===== config.mk =====
export PLATFORM = sky130hd
export DESIGN_NAME = gpk_ports
export DESIGN_NICKNAME = d
export VERILOG_FILES = /design/src/logic/gpk_ports.v
export VERILOG_INCLUDE_DIRS = /design/src /design/src/logic
export SDC_FILE = /design/constraint.sdc
export NUM_CORES = 1
export LEC_CHECK = 0
export ABC_AREA = 0
export ABC_CLOCK_PERIOD_IN_PS = 5700
export BUFFER_PORTS_ARGS = -buffer_cell sky130_fd_sc_hd__buf_2
export CAP_MARGIN = 5
export CORE_MARGIN = 1.5
export CORE_UTILIZATION = 35
export DETAILED_ROUTE_END_ITERATION = 8
export SYNTH_ARGS = -nofsm -noshare
export SYNTH_HDL_FRONTEND = slang
export SYNTH_SLANG_ARGS = --single-unit

===== constraint.sdc =====
create_clock -name clk_sys -period 5.7 [get_ports clk_sys]
set_clock_uncertainty 0.15 [all_clocks]
set_input_delay 1.14 -clock clk_sys [delete_from_list [all_inputs] [get_ports clk_sys]]
set_output_delay 1.14 -clock clk_sys [all_outputs]
set_load 0.03 [all_outputs]

===== src/logic/gpk_regs.vh =====
// register offsets, field positions and reset values for the port block
`ifndef GPK_REGS_VH
`define GPK_REGS_VH
`define GPK_PULLUP_ASSIGN_OFS 8'h2c
`define GPK_SYS_OPTIONS_TWO_OFS 8'h38
`define GPK_PORT_H_DATA_OFS 8'h7c
`define GPK_PORT_H_DIR_OFS 8'h7d
`define GPK_PORT_J_DATA_OFS 8'h8e
`define GPK_PORT_J_DIR_OFS 8'h8f
`define GPK_PORT_K_DATA_OFS 8'h9e
`define GPK_PORT_K_DIR_OFS 8'h9f
`define GPK_PULLUP_RESET 8'h0f
`define GPK_PULLUP_MASK 8'h0f
`define GPK_DIR_RESET 8'h00
`define GPK_SYS_OPTIONS_TWO_REG_RESET 8'h00
`define GPK_SYS_OPTIONS_TWO_REG_MASK 8'hdf
`define GPK_B_PULLUP_BIT 0
`define GPK_F_PULLUP_BIT 1
`define GPK_G_PULLUP_BIT 2
`define GPK_H_PULLUP_BIT 3
`define GPK_AUX_DIV_LO 0
`define GPK_AUX_DIV_HI 1
`define GPK_SPI_RATE_BIT 2
`define GPK_SPI_LSB_BIT 3
`define GPK_READ_VIS_BIT 4
`define GPK_OPEN_DRAIN_BIT 6
`define GPK_LOAD_DRIVE_BIT 7
`endif


===== src/logic/gpk_ports.v =====
// ports h, j and k with pull-up assignment and options register 2
//
// Local design decision: the strobed register port.
`timescale 1ns/100ps
`include "gpk_regs.vh"

module gpk_ports
(
   input wire clk_sys,
   input wire srst,
   input wire [7:0] addr,
   input wire [7:0] wdata,
   input wire wr_stb,
   input wire rd_stb,
   output reg [7:0] rdata,
   input wire single_chip_mode,
   input wire read_vis_reset_val,
   input wire global_pullup_en,
   input wire aux_clock_out_en,
   input wire e_clock,
   input wire aux_clock,
   input wire [7:0] h_alt_en,
   input wire [7:0] h_alt_out,
   input wire [7:0] j_alt_en,
   input wire [7:0] j_alt_out,
   input wire [7:0] k_alt_en,
   input wire [7:0] k_alt_out,
   input wire [7:0] port_h_in,
   output reg [7:0] port_h_out,
   output reg [7:0] port_h_oe_n,
   output reg [7:0] port_h_pullup,
   input wire [7:0] port_j_in,
   output reg [7:0] port_j_out,
   output reg [7:0] port_j_oe_n,
   input wire [7:0] port_k_in,
   output reg [7:0] port_k_out,
   output reg [7:0] port_k_oe_n,
   output reg [2:0] j_timer_in,
   output reg [2:0] k_timer_in,
   output reg b_pullup_on,
   output reg f_pullup_on,
   output reg g_pullup_on,
   output reg port_c_open_drain,
   output reg int_read_vis,
   output reg e_pin_out,
   output reg spi_lsb_first,
   output reg spi_rate_sel_hi,
   output reg load_instr_drive_en,
   output reg [1:0] aux_clk_div_sel,
   output reg aux_clock_pin
);

   // ---------------------------------------------------------------
   // registers
   // ---------------------------------------------------------------
   reg [7:0] port_h_data_reg;
   reg [7:0] port_j_data_reg;
   reg [7:0] port_k_data_reg;
   reg [7:0] port_h_dir_reg;
   reg [7:0] port_j_dir_reg;
   reg [7:0] port_k_dir_reg;
   reg [7:0] pullup_assign_reg;
   reg [7:0] sys_options_two_reg;
   reg reset_seen;
   reg [7:0] next_rdata;

   // read mux: input pins show pin level, outputs show the latch
   function [7:0] port_view;
      input [7:0] data;
      input [7:0] dir;
      input [7:0] pins;
      begin
         port_view = (data & dir) | (pins & ~dir);
      end
   endfunction

   // pin driver: alternate function owns the pin when enabled
   function [7:0] pin_drive;
      input [7:0] data;
      input [7:0] alt_en;
      input [7:0] alt_out;
      begin
         pin_drive = (alt_out & alt_en) | (data & ~alt_en);
      end
   endfunction

   // ---------------------------------------------------------------
   // data registers: no reset so contents survive it
   // ---------------------------------------------------------------
   always @(posedge clk_sys)
   begin
      if (wr_stb && addr == `GPK_PORT_H_DATA_OFS)
         port_h_data_reg <= wdata;
      if (wr_stb && addr == `GPK_PORT_J_DATA_OFS)
         port_j_data_reg <= wdata;
      if (wr_stb && addr == `GPK_PORT_K_DATA_OFS)
         port_k_data_reg <= wdata;
   end

   // ---------------------------------------------------------------
   // control registers
   // ---------------------------------------------------------------
   always @(posedge clk_sys)
   begin
      if (srst)
      begin
         port_h_dir_reg <= `GPK_DIR_RESET;
         port_j_dir_reg <= `GPK_DIR_RESET;
         port_k_dir_reg <= `GPK_DIR_RESET;
         pullup_assign_reg <= `GPK_PULLUP_RESET;
         sys_options_two_reg <= `GPK_SYS_OPTIONS_TWO_REG_RESET;
         reset_seen <= 1'b1;
      end
      else
      begin
         reset_seen <= 1'b0;
         // mode-dependent bit caught in the first cycle after release
         if (reset_seen)
            sys_options_two_reg[`GPK_READ_VIS_BIT] <=
               read_vis_reset_val;
         if (wr_stb)
         begin
            if (addr == `GPK_PORT_H_DIR_OFS)
               port_h_dir_reg <= wdata;
            else if (addr == `GPK_PORT_J_DIR_OFS)
               port_j_dir_reg <= wdata;
            else if (addr == `GPK_PORT_K_DIR_OFS)
               port_k_dir_reg <= wdata;
            else if (addr == `GPK_PULLUP_ASSIGN_OFS)
               pullup_assign_reg <= wdata & `GPK_PULLUP_MASK;
            else if (addr == `GPK_SYS_OPTIONS_TWO_OFS)
               sys_options_two_reg <= wdata & `GPK_SYS_OPTIONS_TWO_REG_MASK;
         end
      end
   end

   // ---------------------------------------------------------------
   // register read, data one cycle after the strobe
   // ---------------------------------------------------------------
   always @*
   begin
      next_rdata = 8'h00;
      if (addr == `GPK_PORT_H_DATA_OFS)
         next_rdata = port_view(port_h_data_reg, port_h_dir_reg, port_h_in);
      else if (addr == `GPK_PORT_H_DIR_OFS)
         next_rdata = port_h_dir_reg;
      else if (addr == `GPK_PORT_J_DATA_OFS)
         next_rdata = port_view(port_j_data_reg, port_j_dir_reg, port_j_in);
      else if (addr == `GPK_PORT_J_DIR_OFS)
         next_rdata = port_j_dir_reg;
      else if (addr == `GPK_PORT_K_DATA_OFS)
         next_rdata = port_view(port_k_data_reg, port_k_dir_reg, port_k_in);
      else if (addr == `GPK_PORT_K_DIR_OFS)
         next_rdata = port_k_dir_reg;
      else if (addr == `GPK_PULLUP_ASSIGN_OFS)
         next_rdata = pullup_assign_reg;
      else if (addr == `GPK_SYS_OPTIONS_TWO_OFS)
         next_rdata = sys_options_two_reg;
   end

   always @(posedge clk_sys)
   begin
      if (srst)
         rdata <= 8'h00;
      else if (rd_stb)
         rdata <= next_rdata;
      else
         rdata <= 8'h00;
   end

   // ---------------------------------------------------------------
   // pins and derived controls
   // ---------------------------------------------------------------
   always @(posedge clk_sys)
   begin
      if (srst)
      begin
         port_h_out <= 8'h00;
         port_h_oe_n <= 8'hff;
         port_h_pullup <= 8'h00;
         port_j_out <= 8'h00;
         port_j_oe_n <= 8'hff;
         port_k_out <= 8'h00;
         port_k_oe_n <= 8'hff;
         j_timer_in <= 3'h0;
         k_timer_in <= 3'h0;
         b_pullup_on <= 1'b0;
         f_pullup_on <= 1'b0;
         g_pullup_on <= 1'b0;
         port_c_open_drain <= 1'b0;
         int_read_vis <= 1'b0;
         e_pin_out <= 1'b0;
         spi_lsb_first <= 1'b0;
         spi_rate_sel_hi <= 1'b0;
         load_instr_drive_en <= 1'b0;
         aux_clk_div_sel <= 2'h0;
         aux_clock_pin <= 1'b0;
      end
      else
      begin
         port_h_out <= pin_drive(port_h_data_reg, h_alt_en, h_alt_out);
         // alternate function may drive pin even with direction clear
         port_h_oe_n <= ~(port_h_dir_reg | h_alt_en);
         port_j_out <= pin_drive(port_j_data_reg, j_alt_en, j_alt_out);
         port_j_oe_n <= ~(port_j_dir_reg | j_alt_en);
         port_k_out <= pin_drive(port_k_data_reg, k_alt_en, k_alt_out);
         port_k_oe_n <= ~(port_k_dir_reg | k_alt_en);
         // capture 4 on pin 7, external count on pin 3
         j_timer_in <= {port_j_in[7], 1'b0, port_j_in[3]};
         k_timer_in <= {port_k_in[7], 1'b0, port_k_in[3]};
         // port h pull-ups only on pins whose direction bit is clear, even when the alternate function drives them
         port_h_pullup <= {8{global_pullup_en &
            pullup_assign_reg[`GPK_H_PULLUP_BIT]}} &
            ~port_h_dir_reg;
         g_pullup_on <= global_pullup_en &
            pullup_assign_reg[`GPK_G_PULLUP_BIT];
         f_pullup_on <= global_pullup_en & single_chip_mode &
            pullup_assign_reg[`GPK_F_PULLUP_BIT];
         b_pullup_on <= global_pullup_en & single_chip_mode &
            pullup_assign_reg[`GPK_B_PULLUP_BIT];
         port_c_open_drain <=
            sys_options_two_reg[`GPK_OPEN_DRAIN_BIT];
         int_read_vis <= ~single_chip_mode &
            sys_options_two_reg[`GPK_READ_VIS_BIT];
         e_pin_out <= e_clock & ~(single_chip_mode &
            sys_options_two_reg[`GPK_READ_VIS_BIT]);
         spi_lsb_first <= sys_options_two_reg[`GPK_SPI_LSB_BIT];
         spi_rate_sel_hi <= sys_options_two_reg[`GPK_SPI_RATE_BIT];
         load_instr_drive_en <=
            sys_options_two_reg[`GPK_LOAD_DRIVE_BIT];
         aux_clk_div_sel <= sys_options_two_reg[`GPK_AUX_DIV_HI:
            `GPK_AUX_DIV_LO];
         aux_clock_pin <= aux_clock & aux_clock_out_en;
      end
   end

endmodule // gpk_ports


==> impl_metrics.prom, run 1 <==
# TYPE chip_impl_metric gauge
chip_impl_metric{name="clock_tree.htree_level_count",unit=""} 4
chip_impl_info{name="cts_tree",value="yes"} 1
chip_impl_metric{name="fmaxAchievable",unit="MHz"} 316
chip_impl_info{name="status",value="finished, final reports clean"} 1
chip_impl_metric{name="detail_route.vias_per_cell",unit=""} 5.11
chip_impl_metric{name="clock_buffer_depth",unit=""} 2
chip_impl_info{name="grt_setup_unrepaired",value="no"} 1
chip_impl_metric{name="ys_seq_area_share",unit="%"} 57.1
chip_impl_metric{name="final_antenna_net_count",unit=""} 0
chip_impl_metric{name="multi_input_area",unit="sq um"} 2180
chip_impl_info{name="min_from",value="port_k_dir_reg[3]"} 1
chip_impl_info{name="crit-reg2reg-launch",value="port_k_dir_reg[6]"} 1
chip_impl_metric{name="setup.reg_to_reg.worst_slack",unit="ns"} 3.86
chip_impl_info{name="layout_common_cells",value="sky130_fd_sc_hd__buf_2 (176), sky130_fd_sc_hd__dfxtp_1 (116), sky130_fd_sc_hd__nor2_1 (55)"} 1
chip_impl_metric{name="die-height",unit="um"} 126
chip_impl_metric{name="totalNegativeSetupSlack",unit="ns"} 0
chip_impl_metric{name="cts.repair_timing.setup_buffer_count",unit=""} 0
chip_impl_metric{name="critPathArrivalTime",unit="ns"} 3.30
chip_impl_metric{name="number_of_antenna_violations_at_the_first_check_in_global_routing",unit=""} 0
chip_impl_metric{name="port_buffers",unit=""} 177
chip_impl_metric{name="report.final.setup_viol",unit=""} 0
chip_impl_metric{name="fillCellCount",unit=""} 1364
chip_impl_metric{name="grt_use_total",unit="%"} 19.6
chip_impl_info{name="critical_path.startpoint_type",value="input port"} 1
chip_impl_metric{name="synth_async_sr_flop_share",unit="%"} 0
chip_impl_metric{name="max_slew_margin",unit="%"} 18.2
chip_impl_metric{name="insertedDiodeCount",unit=""} 0
chip_impl_metric{name="whs",unit="ns"} 0.344
chip_impl_metric{name="dp_hpwl",unit="um"} 11500
chip_impl_metric{name="wl",unit="um"} 15500
chip_impl_info{name="final_common_cell",value="sky130_fd_sc_hd__buf_2"} 1
chip_impl_metric{name="post_synth_inst_count",unit=""} 497
chip_impl_metric{name="global_route_wire_length_before_repair",unit="um"} 23700
chip_impl_metric{name="synthesis.area",unit="sq um"} 5330
chip_impl_metric{name="highest_ir_drop_seen_on_vdd",unit="mV"} 0.187
chip_impl_metric{name="timing_hold_violations_final",unit=""} 0
chip_impl_metric{name="post_route_cells_drive_above_1_share",unit="%"} 33.5
chip_impl_metric{name="worst_slew_pin_slew",unit="ns"} 1.22
chip_impl_info{name="worstSetupEndpointType",value="register"} 1
chip_impl_info{name="cts.root.buffer_cell",value="sky130_fd_sc_hd__clkbuf_16"} 1
chip_impl_metric{name="grt_overflow_total",unit=""} 0
chip_impl_metric{name="r2r.worst_path.cells",unit=""} 5
chip_impl_metric{name="fin_crit",unit="ns"} 3.17
chip_impl_metric{name="drt_iter0_markers",unit=""} 274
chip_impl_metric{name="via_count_of_the_first_global_routing_pass",unit=""} 4431
chip_impl_metric{name="post_drt_wl_per_cell",unit="um"} 17.9
chip_impl_info{name="holdPathEnd",value="port_k_dir_reg[3]"} 1
chip_impl_metric{name="drt_pass1_iterations",unit=""} 5
chip_impl_metric{name="remaining_drc_errors",unit=""} 0
chip_impl_metric{name="cp_data_required_time",unit="ns"} 5.83
chip_impl_metric{name="io_pins",unit=""} 180
chip_impl_metric{name="ys_seq_elements",unit=""} 140
chip_impl_metric{name="numCtsBuffers",unit=""} 17
chip_impl_info{name="worstSetupPathType",value="in2reg"} 1
chip_impl_metric{name="synth-warning-count",unit=""} 0
chip_impl_metric{name="leakage_power",unit="nW"} 2.93
chip_impl_metric{name="synth_enable_flop_cells",unit=""} 24
chip_impl_metric{name="route.vias.total",unit=""} 4432
chip_impl_metric{name="count_of_nets_after_finishing",unit=""} 768
chip_impl_info{name="synth_flop_cell",value="sky130_fd_sc_hd__dfxtp_1"} 1
chip_impl_info{name="timing.hold.worst.class",value="reg2reg"} 1
chip_impl_metric{name="path_clk_slew",unit="ns"} 0.06
chip_impl_metric{name="area_growth_syn_to_layout",unit="%"} 30.4
chip_impl_metric{name="cts.hold.buffers_added",unit=""} 0
chip_impl_metric{name="cts-resized-gates",unit=""} 0
chip_impl_metric{name="cts.sink_count",unit=""} 140
chip_impl_metric{name="routabilityCongestion",unit=""} 0.896
chip_impl_metric{name="p_per_area",unit="nW/um^2"} 333
chip_impl_metric{name="largest_net_degree_at_the_start_of_global_routing",unit=""} 61
chip_impl_metric{name="coreArea",unit="sq um"} 14700
chip_impl_metric{name="post-route-period-util",unit="%"} 55.5
chip_impl_metric{name="initial_core_util",unit="%"} 36.3
chip_impl_info{name="worst_r2r_endpoint",value="rdata[6]"} 1
chip_impl_metric{name="die_w",unit="um"} 126
chip_impl_metric{name="die_ar",unit="sq um"} 16000
chip_impl_metric{name="number_of_cell_rows",unit=""} 44
chip_impl_metric{name="synthDistinctLibCells",unit=""} 50
chip_impl_metric{name="clkLatencyLatePin",unit="ns"} 0.42
chip_impl_metric{name="syn-mean-instance-area",unit="sq um"} 10.7
chip_impl_metric{name="drv_slew",unit=""} 0
chip_impl_metric{name="timing.critical_path.fanout_max",unit=""} 7
chip_impl_metric{name="layout.area.seq",unit="sq um"} 3040
chip_impl_metric{name="hold_path_depth",unit=""} 2
chip_impl_metric{name="timing.max_cap.violations",unit=""} 0
-- power breakdown --
group          total [W]  internal [W]  switching [W]  leakage (nW)
clock network    0.00108      0.000672       0.000407         0.297
logic           0.000198     0.0000685       0.000129          1.46
registers        0.00104       0.00103     0.00000683          1.17
-- stage by stage --
step / utilization (%) / cells / power (W) / worst slack (ns) / instance area, sq um
final: 47.3 / 867 / 0.00231 / 2.53 / 6950
after global routing: 47.3 / 867 / 0.00240 / 2.32 / 6950
after global placement: 43.3 / 835 / 0.00125 / 2.28 / 6360
after floorplan: - / 498 / 0.00117 / 2.91 / 5340
after detailed placement: 43.3 / 835 / 0.00126 / 2.11 / 6360
after CTS: 47.3 / 867 / 0.00234 / 2.56 / 6950
-- metal layers --
metal / track usage (%) / vias to the layer above / wire, um
li1: - / 2128 / -
met1: 25.2 / 2106 / 7030
met2: 31.3 / 175 / 7180
met3: 5.86 / 23 / 965
met4: 6.96 / 0 / 346
met5: 0 / - / 0
-- critical path, cell delays in order --
cell,delay (ns)
sky130_fd_sc_hd__buf_2,0.12
sky130_fd_sc_hd__nor4b_2,0.56
sky130_fd_sc_hd__and2_1,0.29
sky130_fd_sc_hd__nor4b_2,0.84
sky130_fd_sc_hd__mux2i_1,0.29
sky130_fd_sc_hd__nor2_1,0.06
-- worst max-delay path by stage --
| stage | startpoint | to | slack [ns] | depth (start not counted) |
|---|---|---|---|---|
| after CTS | addr[7] | sys_options_two_reg[7] | 2.56 | 6 |
| after floorplan | addr[6] | port_k_data_reg[0] | 2.91 | 3 |
| after global placement | addr[7] | sys_options_two_reg[4] | 2.28 | 6 |
| after global routing | addr[7] | sys_options_two_reg[2] | 2.32 | 6 |
| final | addr[7] | sys_options_two_reg[1] | 2.53 | 6 |
| after detailed placement | addr[7] | sys_options_two_reg[1] | 2.11 | 6 |
-- logic make-up (layout without fill, tap and decap cells) --
logic type / after synthesis / in the layout / share of synthesized area, %
flops: 140 / 140 / 57.1
other cells: 1 / 2 / 0.0703
mux: 56 / 56 / 10.7
buf+inv: 29 / 214 / 2.30
simple gates: 157 / 157 / 15.5
compound gates: 114 / 114 / 14.4
-- synth_stat cells, drive strengths merged, types with 4 or more instances --
cell	count	area share, %
dfxtp	116	44
nor2	56	4.0
mux2i	46	8.6
nand2	30	2.1
a21oi	26	2.4
o21ai	26	2.4
edfxtp	24	14
o21bai	24	3.4
nand3	20	2.1
nor2b	20	2.3
clkbuf	15	1.1
buf	10	0.96
mux2	10	2.1
a211oi	6	0.84
a22o	6	0.99
a211o	5	0.82
nand2b	5	0.59
nor3	5	0.47
and2	4	0.47
and3	4	0.47
inv	4	0.28
-- final cells by class --
class                      instances  share of cell area [%]
timing repair buffer             178                    12.9
inverter                           4                   0.216
sequential                       140                    43.8
multi-input combinational        329                    31.3
clock buffer                      22                    7.29
tap                              184                    3.31
clock inverter                    10                    1.21
(Power assumes the default switching activity.)
==> run 2: changes to the inputs <==
Settings changed: ABC_CLOCK_PERIOD_IN_PS 5700 to 2700.
Clock period 5.7 ns to 2.7 ns, I/O delays scaled along.
==> run 2 against run 1 <==
Effect of this change:
- cell area grew 2.8%
- critical path depth stayed put
- worst hold slack lost 0.18 ns
==> impl_metrics.prom, run 2 (synthesized netlist as in run 1, its figures left out) <==
# TYPE chip_impl_metric gauge
chip_impl_metric{name="clkLatencyLatePin",unit="ns"} 0.42
chip_impl_info{name="worstSetupEndpointType",value="register"} 1
chip_impl_metric{name="fmaxAchievable",unit="MHz"} 489
chip_impl_metric{name="cts.sink_count",unit=""} 140
chip_impl_metric{name="leakage_power",unit="nW"} 3.05
chip_impl_info{name="critical_path.startpoint_type",value="input port"} 1
chip_impl_metric{name="cts-resized-gates",unit=""} 0
chip_impl_info{name="grt_setup_unrepaired",value="no"} 1
chip_impl_metric{name="fillCellCount",unit=""} 1400
chip_impl_metric{name="drv_slew",unit=""} 0
chip_impl_info{name="final_common_cell",value="sky130_fd_sc_hd__buf_2"} 1
chip_impl_metric{name="insertedDiodeCount",unit=""} 0
chip_impl_metric{name="grt_use_total",unit="%"} 20.1
chip_impl_metric{name="whs",unit="ns"} 0.167
chip_impl_metric{name="path_clk_slew",unit="ns"} 0.06
chip_impl_metric{name="via_count_of_the_first_global_routing_pass",unit=""} 4593
chip_impl_info{name="timing.hold.worst.class",value="in2reg"} 1
chip_impl_metric{name="cp_data_required_time",unit="ns"} 2.84
chip_impl_metric{name="worst_slew_pin_slew",unit="ns"} 0.599
chip_impl_metric{name="final_antenna_net_count",unit=""} 0
chip_impl_metric{name="post-route-period-util",unit="%"} 75.7
chip_impl_metric{name="remaining_drc_errors",unit=""} 0
chip_impl_info{name="cts_tree",value="yes"} 1
chip_impl_metric{name="timing.max_cap.violations",unit=""} 0
chip_impl_metric{name="wl",unit="um"} 15500
chip_impl_metric{name="die_w",unit="um"} 126
chip_impl_metric{name="drt_iter0_markers",unit=""} 213
chip_impl_metric{name="post-route-util",unit="%"} 48.6
chip_impl_info{name="layout_common_cells",value="sky130_fd_sc_hd__buf_2 (176), sky130_fd_sc_hd__dfxtp_1 (116), sky130_fd_sc_hd__nor2_1 (55)"} 1
chip_impl_metric{name="fin_crit",unit="ns"} 2.04
chip_impl_metric{name="die-height",unit="um"} 126
chip_impl_info{name="cts.root.buffer_cell",value="sky130_fd_sc_hd__clkbuf_16"} 1
chip_impl_metric{name="number_of_antenna_violations_at_the_first_check_in_global_routing",unit=""} 0
chip_impl_metric{name="dp_hpwl",unit="um"} 11500
chip_impl_info{name="crit_start",value="addr[4]"} 1
chip_impl_metric{name="cts.hold.buffers_added",unit=""} 0
chip_impl_metric{name="detail_route.vias_per_cell",unit=""} 5.12
chip_impl_info{name="worstSetupPathType",value="in2reg"} 1
chip_impl_info{name="crit-reg2reg-launch",value="port_k_dir_reg[6]"} 1
chip_impl_metric{name="report.final.setup_viol",unit=""} 0
chip_impl_metric{name="routabilityCongestion",unit=""} 0.867
chip_impl_metric{name="drt_pass1_iterations",unit=""} 4
chip_impl_metric{name="finalPower",unit="W"} 0.00512
chip_impl_metric{name="coreArea",unit="sq um"} 14700
chip_impl_metric{name="count_of_nets_after_finishing",unit=""} 784
chip_impl_metric{name="die_ar",unit="sq um"} 16000
chip_impl_metric{name="initial_core_util",unit="%"} 36.3
chip_impl_metric{name="route.vias.total",unit=""} 4524
chip_impl_metric{name="grt_overflow_total",unit=""} 0
chip_impl_metric{name="timing_hold_violations_final",unit=""} 0
chip_impl_metric{name="largest_net_degree_at_the_start_of_global_routing",unit=""} 52
chip_impl_metric{name="number_of_cell_rows",unit=""} 44
chip_impl_info{name="status",value="finished, final reports clean"} 1
chip_impl_metric{name="clock_tree.htree_level_count",unit=""} 4
chip_impl_metric{name="totalNegativeSetupSlack",unit="ns"} 0
chip_impl_metric{name="post_drt_wl_per_cell",unit="um"} 17.6
chip_impl_metric{name="post_route_cells_drive_above_1_share",unit="%"} 35.1
chip_impl_metric{name="highest_ir_drop_seen_on_vdd",unit="mV"} 0.392
chip_impl_metric{name="global_route_wire_length_before_repair",unit="um"} 24400
chip_impl_metric{name="critPathArrivalTime",unit="ns"} 2.18
chip_impl_metric{name="port_buffers",unit=""} 177
chip_impl_metric{name="timing.critical_path.fanout_max",unit=""} 14
chip_impl_info{name="min_from",value="j_alt_en[3]"} 1
chip_impl_metric{name="numCtsBuffers",unit=""} 17
chip_impl_metric{name="p_per_area",unit="nW/um^2"} 716
chip_impl_metric{name="area_growth_syn_to_layout",unit="%"} 34.0
chip_impl_metric{name="io_pins",unit=""} 180
chip_impl_metric{name="cts.repair_timing.setup_buffer_count",unit=""} 0
chip_impl_metric{name="clock_buffer_depth",unit=""} 2
chip_impl_metric{name="max_slew_margin",unit="%"} 60.1
==> run 2: report_power, final <==
| part | leakage [nW] | switching (W) | internal [W] | total (W) |
|---|---|---|---|---|
| combinational | 1.55 | 0.000272 | 0.000150 | 0.000422 |
| clock | 0.329 | 0.000894 | 0.00161 | 0.00250 |
| sequential | 1.17 | 0.0000144 | 0.00218 | 0.00219 |
==> run 2: final timing paths <==
path | to | slack (ns) | cells after the start
setup / recovery | rdata[6] | 0.66 | 6
hold / removal | port_j_oe_n[3] | 0.17 | 2
setup reg to reg | rdata[6] | 0.88 | 5
hold reg to reg | port_h_pullup[5] | 0.35 | 1
==> run 2: layer usage <==
metal / wire length [um] / up-vias / part of all wire [%] / global-route usage (%)
li1: - / 2157 / - / -
met1: 6700 / 2131 / 43 / 25.9
met2: 7140 / 205 / 46 / 31.7
met3: 1270 / 31 / 8.2 / 5.69
met4: 416 / 0 / 2.7 / 8.05
met5: 0 / - / 0 / 0
==> run 2: final cells by class <==
class                           count  area (sq um)  share of cell area [%]
Multi-Input combinational cell    329          2180                    30.5
Timing Repair Buffer              194          1020                    14.2
Inverter                            4          15.0                   0.210
Clock inverter                      8          82.6                    1.16
Sequential cell                   140          3040                    42.6
Tap cell                          184           230                    3.22
Clock buffer                       24           579                    8.11
==> run 2: critical path, cell delays in order <==
cell and delay, ns:
sky130_fd_sc_hd__buf_2 0.19, sky130_fd_sc_hd__and4bb_1 0.46, sky130_fd_sc_hd__and2_1 0.40, sky130_fd_sc_hd__a221oi_1 0.15, sky130_fd_sc_hd__a222oi_1 0.33, sky130_fd_sc_hd__o32ai_1 0.12
==> run 2: per-stage QoR <==
| stage | area [sq um] | cells | worst slack [ns] |
|---|---|---|---|
| finish | 7140 | 883 | 0.656 |
| global route | 7140 | 883 | 0.553 |
| CTS | 7140 | 883 | 0.699 |
| detailed placement | 6480 | 851 | 0.246 |
| global placement | 6480 | 851 | 0.319 |
| floorplan | 5340 | 498 | 0.514 |
==> run 3: changes to the inputs <==
Settings changed: ABC_CLOCK_PERIOD_IN_PS 2700 to 1870.
Clock period 2.7 ns to 1.87 ns, I/O delays scaled along.
==> run 3 against run 2 <==
Effect of this change:
- power up 38%
- worst hold slack worse by 0.15 ns
- setup slack worse by 0.50 ns
- first-iteration DRC count up 45%
- register-to-register slack worse by 0.72 ns
- critical path depth down 1
- flip-flop and latch count unchanged
- global-route usage up 0.73 points
- routed wire length up 4.9%
- cell area up 7.0%
==> impl_metrics.prom, run 3 (synthesized netlist as in run 1, its figures left out) <==
# TYPE chip_impl_metric gauge
chip_impl_info{name="status",value="finished, final reports clean"} 1
chip_impl_info{name="dr.max_layer_used",value="met4"} 1
chip_impl_metric{name="post_drt_wl_per_cell",unit="um"} 17.2
chip_impl_metric{name="cp_data_required_time",unit="ns"} 2.01
chip_impl_metric{name="totalNegativeSetupSlack",unit="ns"} 0
chip_impl_metric{name="initial_core_util",unit="%"} 36.3
chip_impl_metric{name="wl",unit="um"} 16300
chip_impl_metric{name="coreArea",unit="sq um"} 14700
chip_impl_metric{name="report.final.setup_viol",unit=""} 0
chip_impl_metric{name="fillCellCount",unit=""} 1293
chip_impl_metric{name="cts.sink_count",unit=""} 140
chip_impl_metric{name="number_of_cell_rows",unit=""} 44
chip_impl_info{name="critical_path.startpoint_type",value="register"} 1
chip_impl_metric{name="path_clk_slew",unit="ns"} 0.06
chip_impl_metric{name="io_pins",unit=""} 180
chip_impl_info{name="layout_common_cells",value="sky130_fd_sc_hd__buf_2 (176), sky130_fd_sc_hd__dfxtp_1 (116), sky130_fd_sc_hd__buf_4 (61)"} 1
chip_impl_metric{name="layout.area.seq",unit="sq um"} 3040
chip_impl_metric{name="port_buffers",unit=""} 177
chip_impl_info{name="timing.hold.worst.class",value="in2reg"} 1
chip_impl_metric{name="via_count_of_the_first_global_routing_pass",unit=""} 4668
chip_impl_metric{name="remaining_drc_errors",unit=""} 0
chip_impl_metric{name="fin_crit",unit="ns"} 1.71
chip_impl_metric{name="fmaxAchievable",unit="MHz"} 585
chip_impl_info{name="cts.root.buffer_cell",value="sky130_fd_sc_hd__clkbuf_16"} 1
chip_impl_metric{name="post-route-period-util",unit="%"} 91.4
chip_impl_metric{name="clkLatencyLatePin",unit="ns"} 0.42
chip_impl_metric{name="routabilityCongestion",unit=""} 0.913
chip_impl_metric{name="clock_tree.htree_level_count",unit=""} 4
chip_impl_metric{name="die_ar",unit="sq um"} 16000
chip_impl_metric{name="drt_iter0_markers",unit=""} 309
chip_impl_info{name="grt_setup_unrepaired",value="no"} 1
chip_impl_info{name="worstSetupPathType",value="reg2reg"} 1
chip_impl_metric{name="clock_buffer_depth",unit=""} 2
chip_impl_metric{name="drt_pass1_iterations",unit=""} 5
chip_impl_info{name="crit_path_top_delay_cell",value="sky130_fd_sc_hd__edfxtp_1"} 1
chip_impl_metric{name="numCtsBuffers",unit=""} 17
chip_impl_info{name="final_common_cell",value="sky130_fd_sc_hd__buf_2"} 1
chip_impl_metric{name="grt_use_total",unit="%"} 20.8
chip_impl_metric{name="post_route_cells_drive_above_1_share",unit="%"} 37.3
chip_impl_metric{name="layout.cell_area.non_filler",unit="sq um"} 7640
chip_impl_metric{name="dr_wl_met2",unit="um"} 7390
chip_impl_info{name="worstSetupEndpointType",value="register"} 1
chip_impl_metric{name="critPathMaxStageDelay",unit="ns"} 0.39
chip_impl_metric{name="cts.repair_timing.setup_buffer_count",unit=""} 0
chip_impl_metric{name="area_growth_syn_to_layout",unit="%"} 43.3
chip_impl_metric{name="timing.critical_path.fanout_max",unit=""} 2
chip_impl_metric{name="timing_hold_violations_final",unit=""} 0
chip_impl_metric{name="p_per_area",unit="nW/um^2"} 922
chip_impl_metric{name="global_route_wire_length_before_repair",unit="um"} 25100
chip_impl_metric{name="grt_overflow_total",unit=""} 0
chip_impl_metric{name="route.vias.total",unit=""} 4738
chip_impl_metric{name="number_of_antenna_violations_at_the_first_check_in_global_routing",unit=""} 0
chip_impl_metric{name="final_antenna_net_count",unit=""} 0
chip_impl_info{name="sequence_of_cells_on_the_critical_path",value="mux2_2 > o21ai_0 > a221oi_1 > a222oi_1 > o32ai_1"} 1
chip_impl_metric{name="count_of_nets_after_finishing",unit=""} 851
chip_impl_metric{name="largest_net_degree_at_the_start_of_global_routing",unit=""} 49
chip_impl_metric{name="detail_route.vias_per_cell",unit=""} 4.99
chip_impl_metric{name="insertedDiodeCount",unit=""} 0
chip_impl_metric{name="drv_slew",unit=""} 0
chip_impl_metric{name="highest_ir_drop_seen_on_vdd",unit="mV"} 0.598
chip_impl_metric{name="dp_hpwl",unit="um"} 12200
chip_impl_metric{name="die_w",unit="um"} 126
chip_impl_metric{name="wirelength_met1",unit="um"} 7380
chip_impl_metric{name="critPathArrivalTime",unit="ns"} 1.85
chip_impl_metric{name="multi_input_area",unit="sq um"} 2200
chip_impl_metric{name="leakage_power",unit="nW"} 3.33
chip_impl_info{name="cts_tree",value="yes"} 1
chip_impl_metric{name="finalPower",unit="W"} 0.00705
chip_impl_metric{name="met3_wirelength",unit="um"} 1160
chip_impl_metric{name="die-height",unit="um"} 126
chip_impl_metric{name="timing.max_cap.violations",unit=""} 0
chip_impl_metric{name="placedInstanceArea",unit="sq um"} 6850
-- run 3: cell count changes in the layout (fill, tap and decap cells not counted), sizes merged --
cell         previous run  this run
dlygate4sd3             0        23
inv                     8         4
clkinv                  3         4
clkbuf                 24        27
buf                   194       238
-- run 3: worst max-delay path: cells and delay by family (launching register included) --
kind	cells	cell delay, ns
multiplexers	1	0.29
AO/OA/AOI/OAI	4	0.75
flip-flops	1	0.39
-- run 3: final cells by class --
class                           count  area share, %
Clock buffer                       27           6.60
Inverter                            4          0.196
Timing Repair Buffer              261           20.8
Clock inverter                      5          0.753
Multi-Input combinational cell    329           28.8
Tap cell                          184           3.01
Sequential cell                   140           39.8
-- run 3: metal layers --
layer / vias to the layer above / track usage [%]
li1: 2301 / -
met1: 2215 / 27.3
met2: 201 / 32.8
met3: 21 / 5.95
met4: 0 / 7.37
met5: - / 0
-- run 3: what timing repair did --
item,in CTS,in global routing
hold endpoints to repair,23,0
setup endpoints to repair,0,1
hold buffers,23,0
resized for setup,0,1
-- run 3: path summary, 6_finish.rpt --
check | from | endpoint | slack [ns] | depth (start not counted)
min reg2reg | port_h_dir_reg[5] | port_h_pullup[5] | 0.34 | 1
max | port_k_data_reg[6] | rdata[6] | 0.16 | 5
max reg2reg | port_k_data_reg[6] | rdata[6] | 0.16 | 5
min | h_alt_en[3] | port_h_oe_n[3] | 0.02 | 2
-- run 3: through the flow --
step	cells	util, %	hold WS [ns]	setup slack [ns]
floorplan	498	-	0.252	-0.0409
global placement	895	46.6	0.329	-0.220
detailed placement	895	46.6	0.328	-0.241
CTS	950	52.0	0.00283	0.121
global route	950	52.0	0.00238	0.0343
finish	950	52.0	0.0204	0.161
-- run 3: report_power, final --
group	internal (W)	switching, W
registers	0.00314	0.0000205
logic	0.000268	0.000410
clock network	0.00198	0.00122
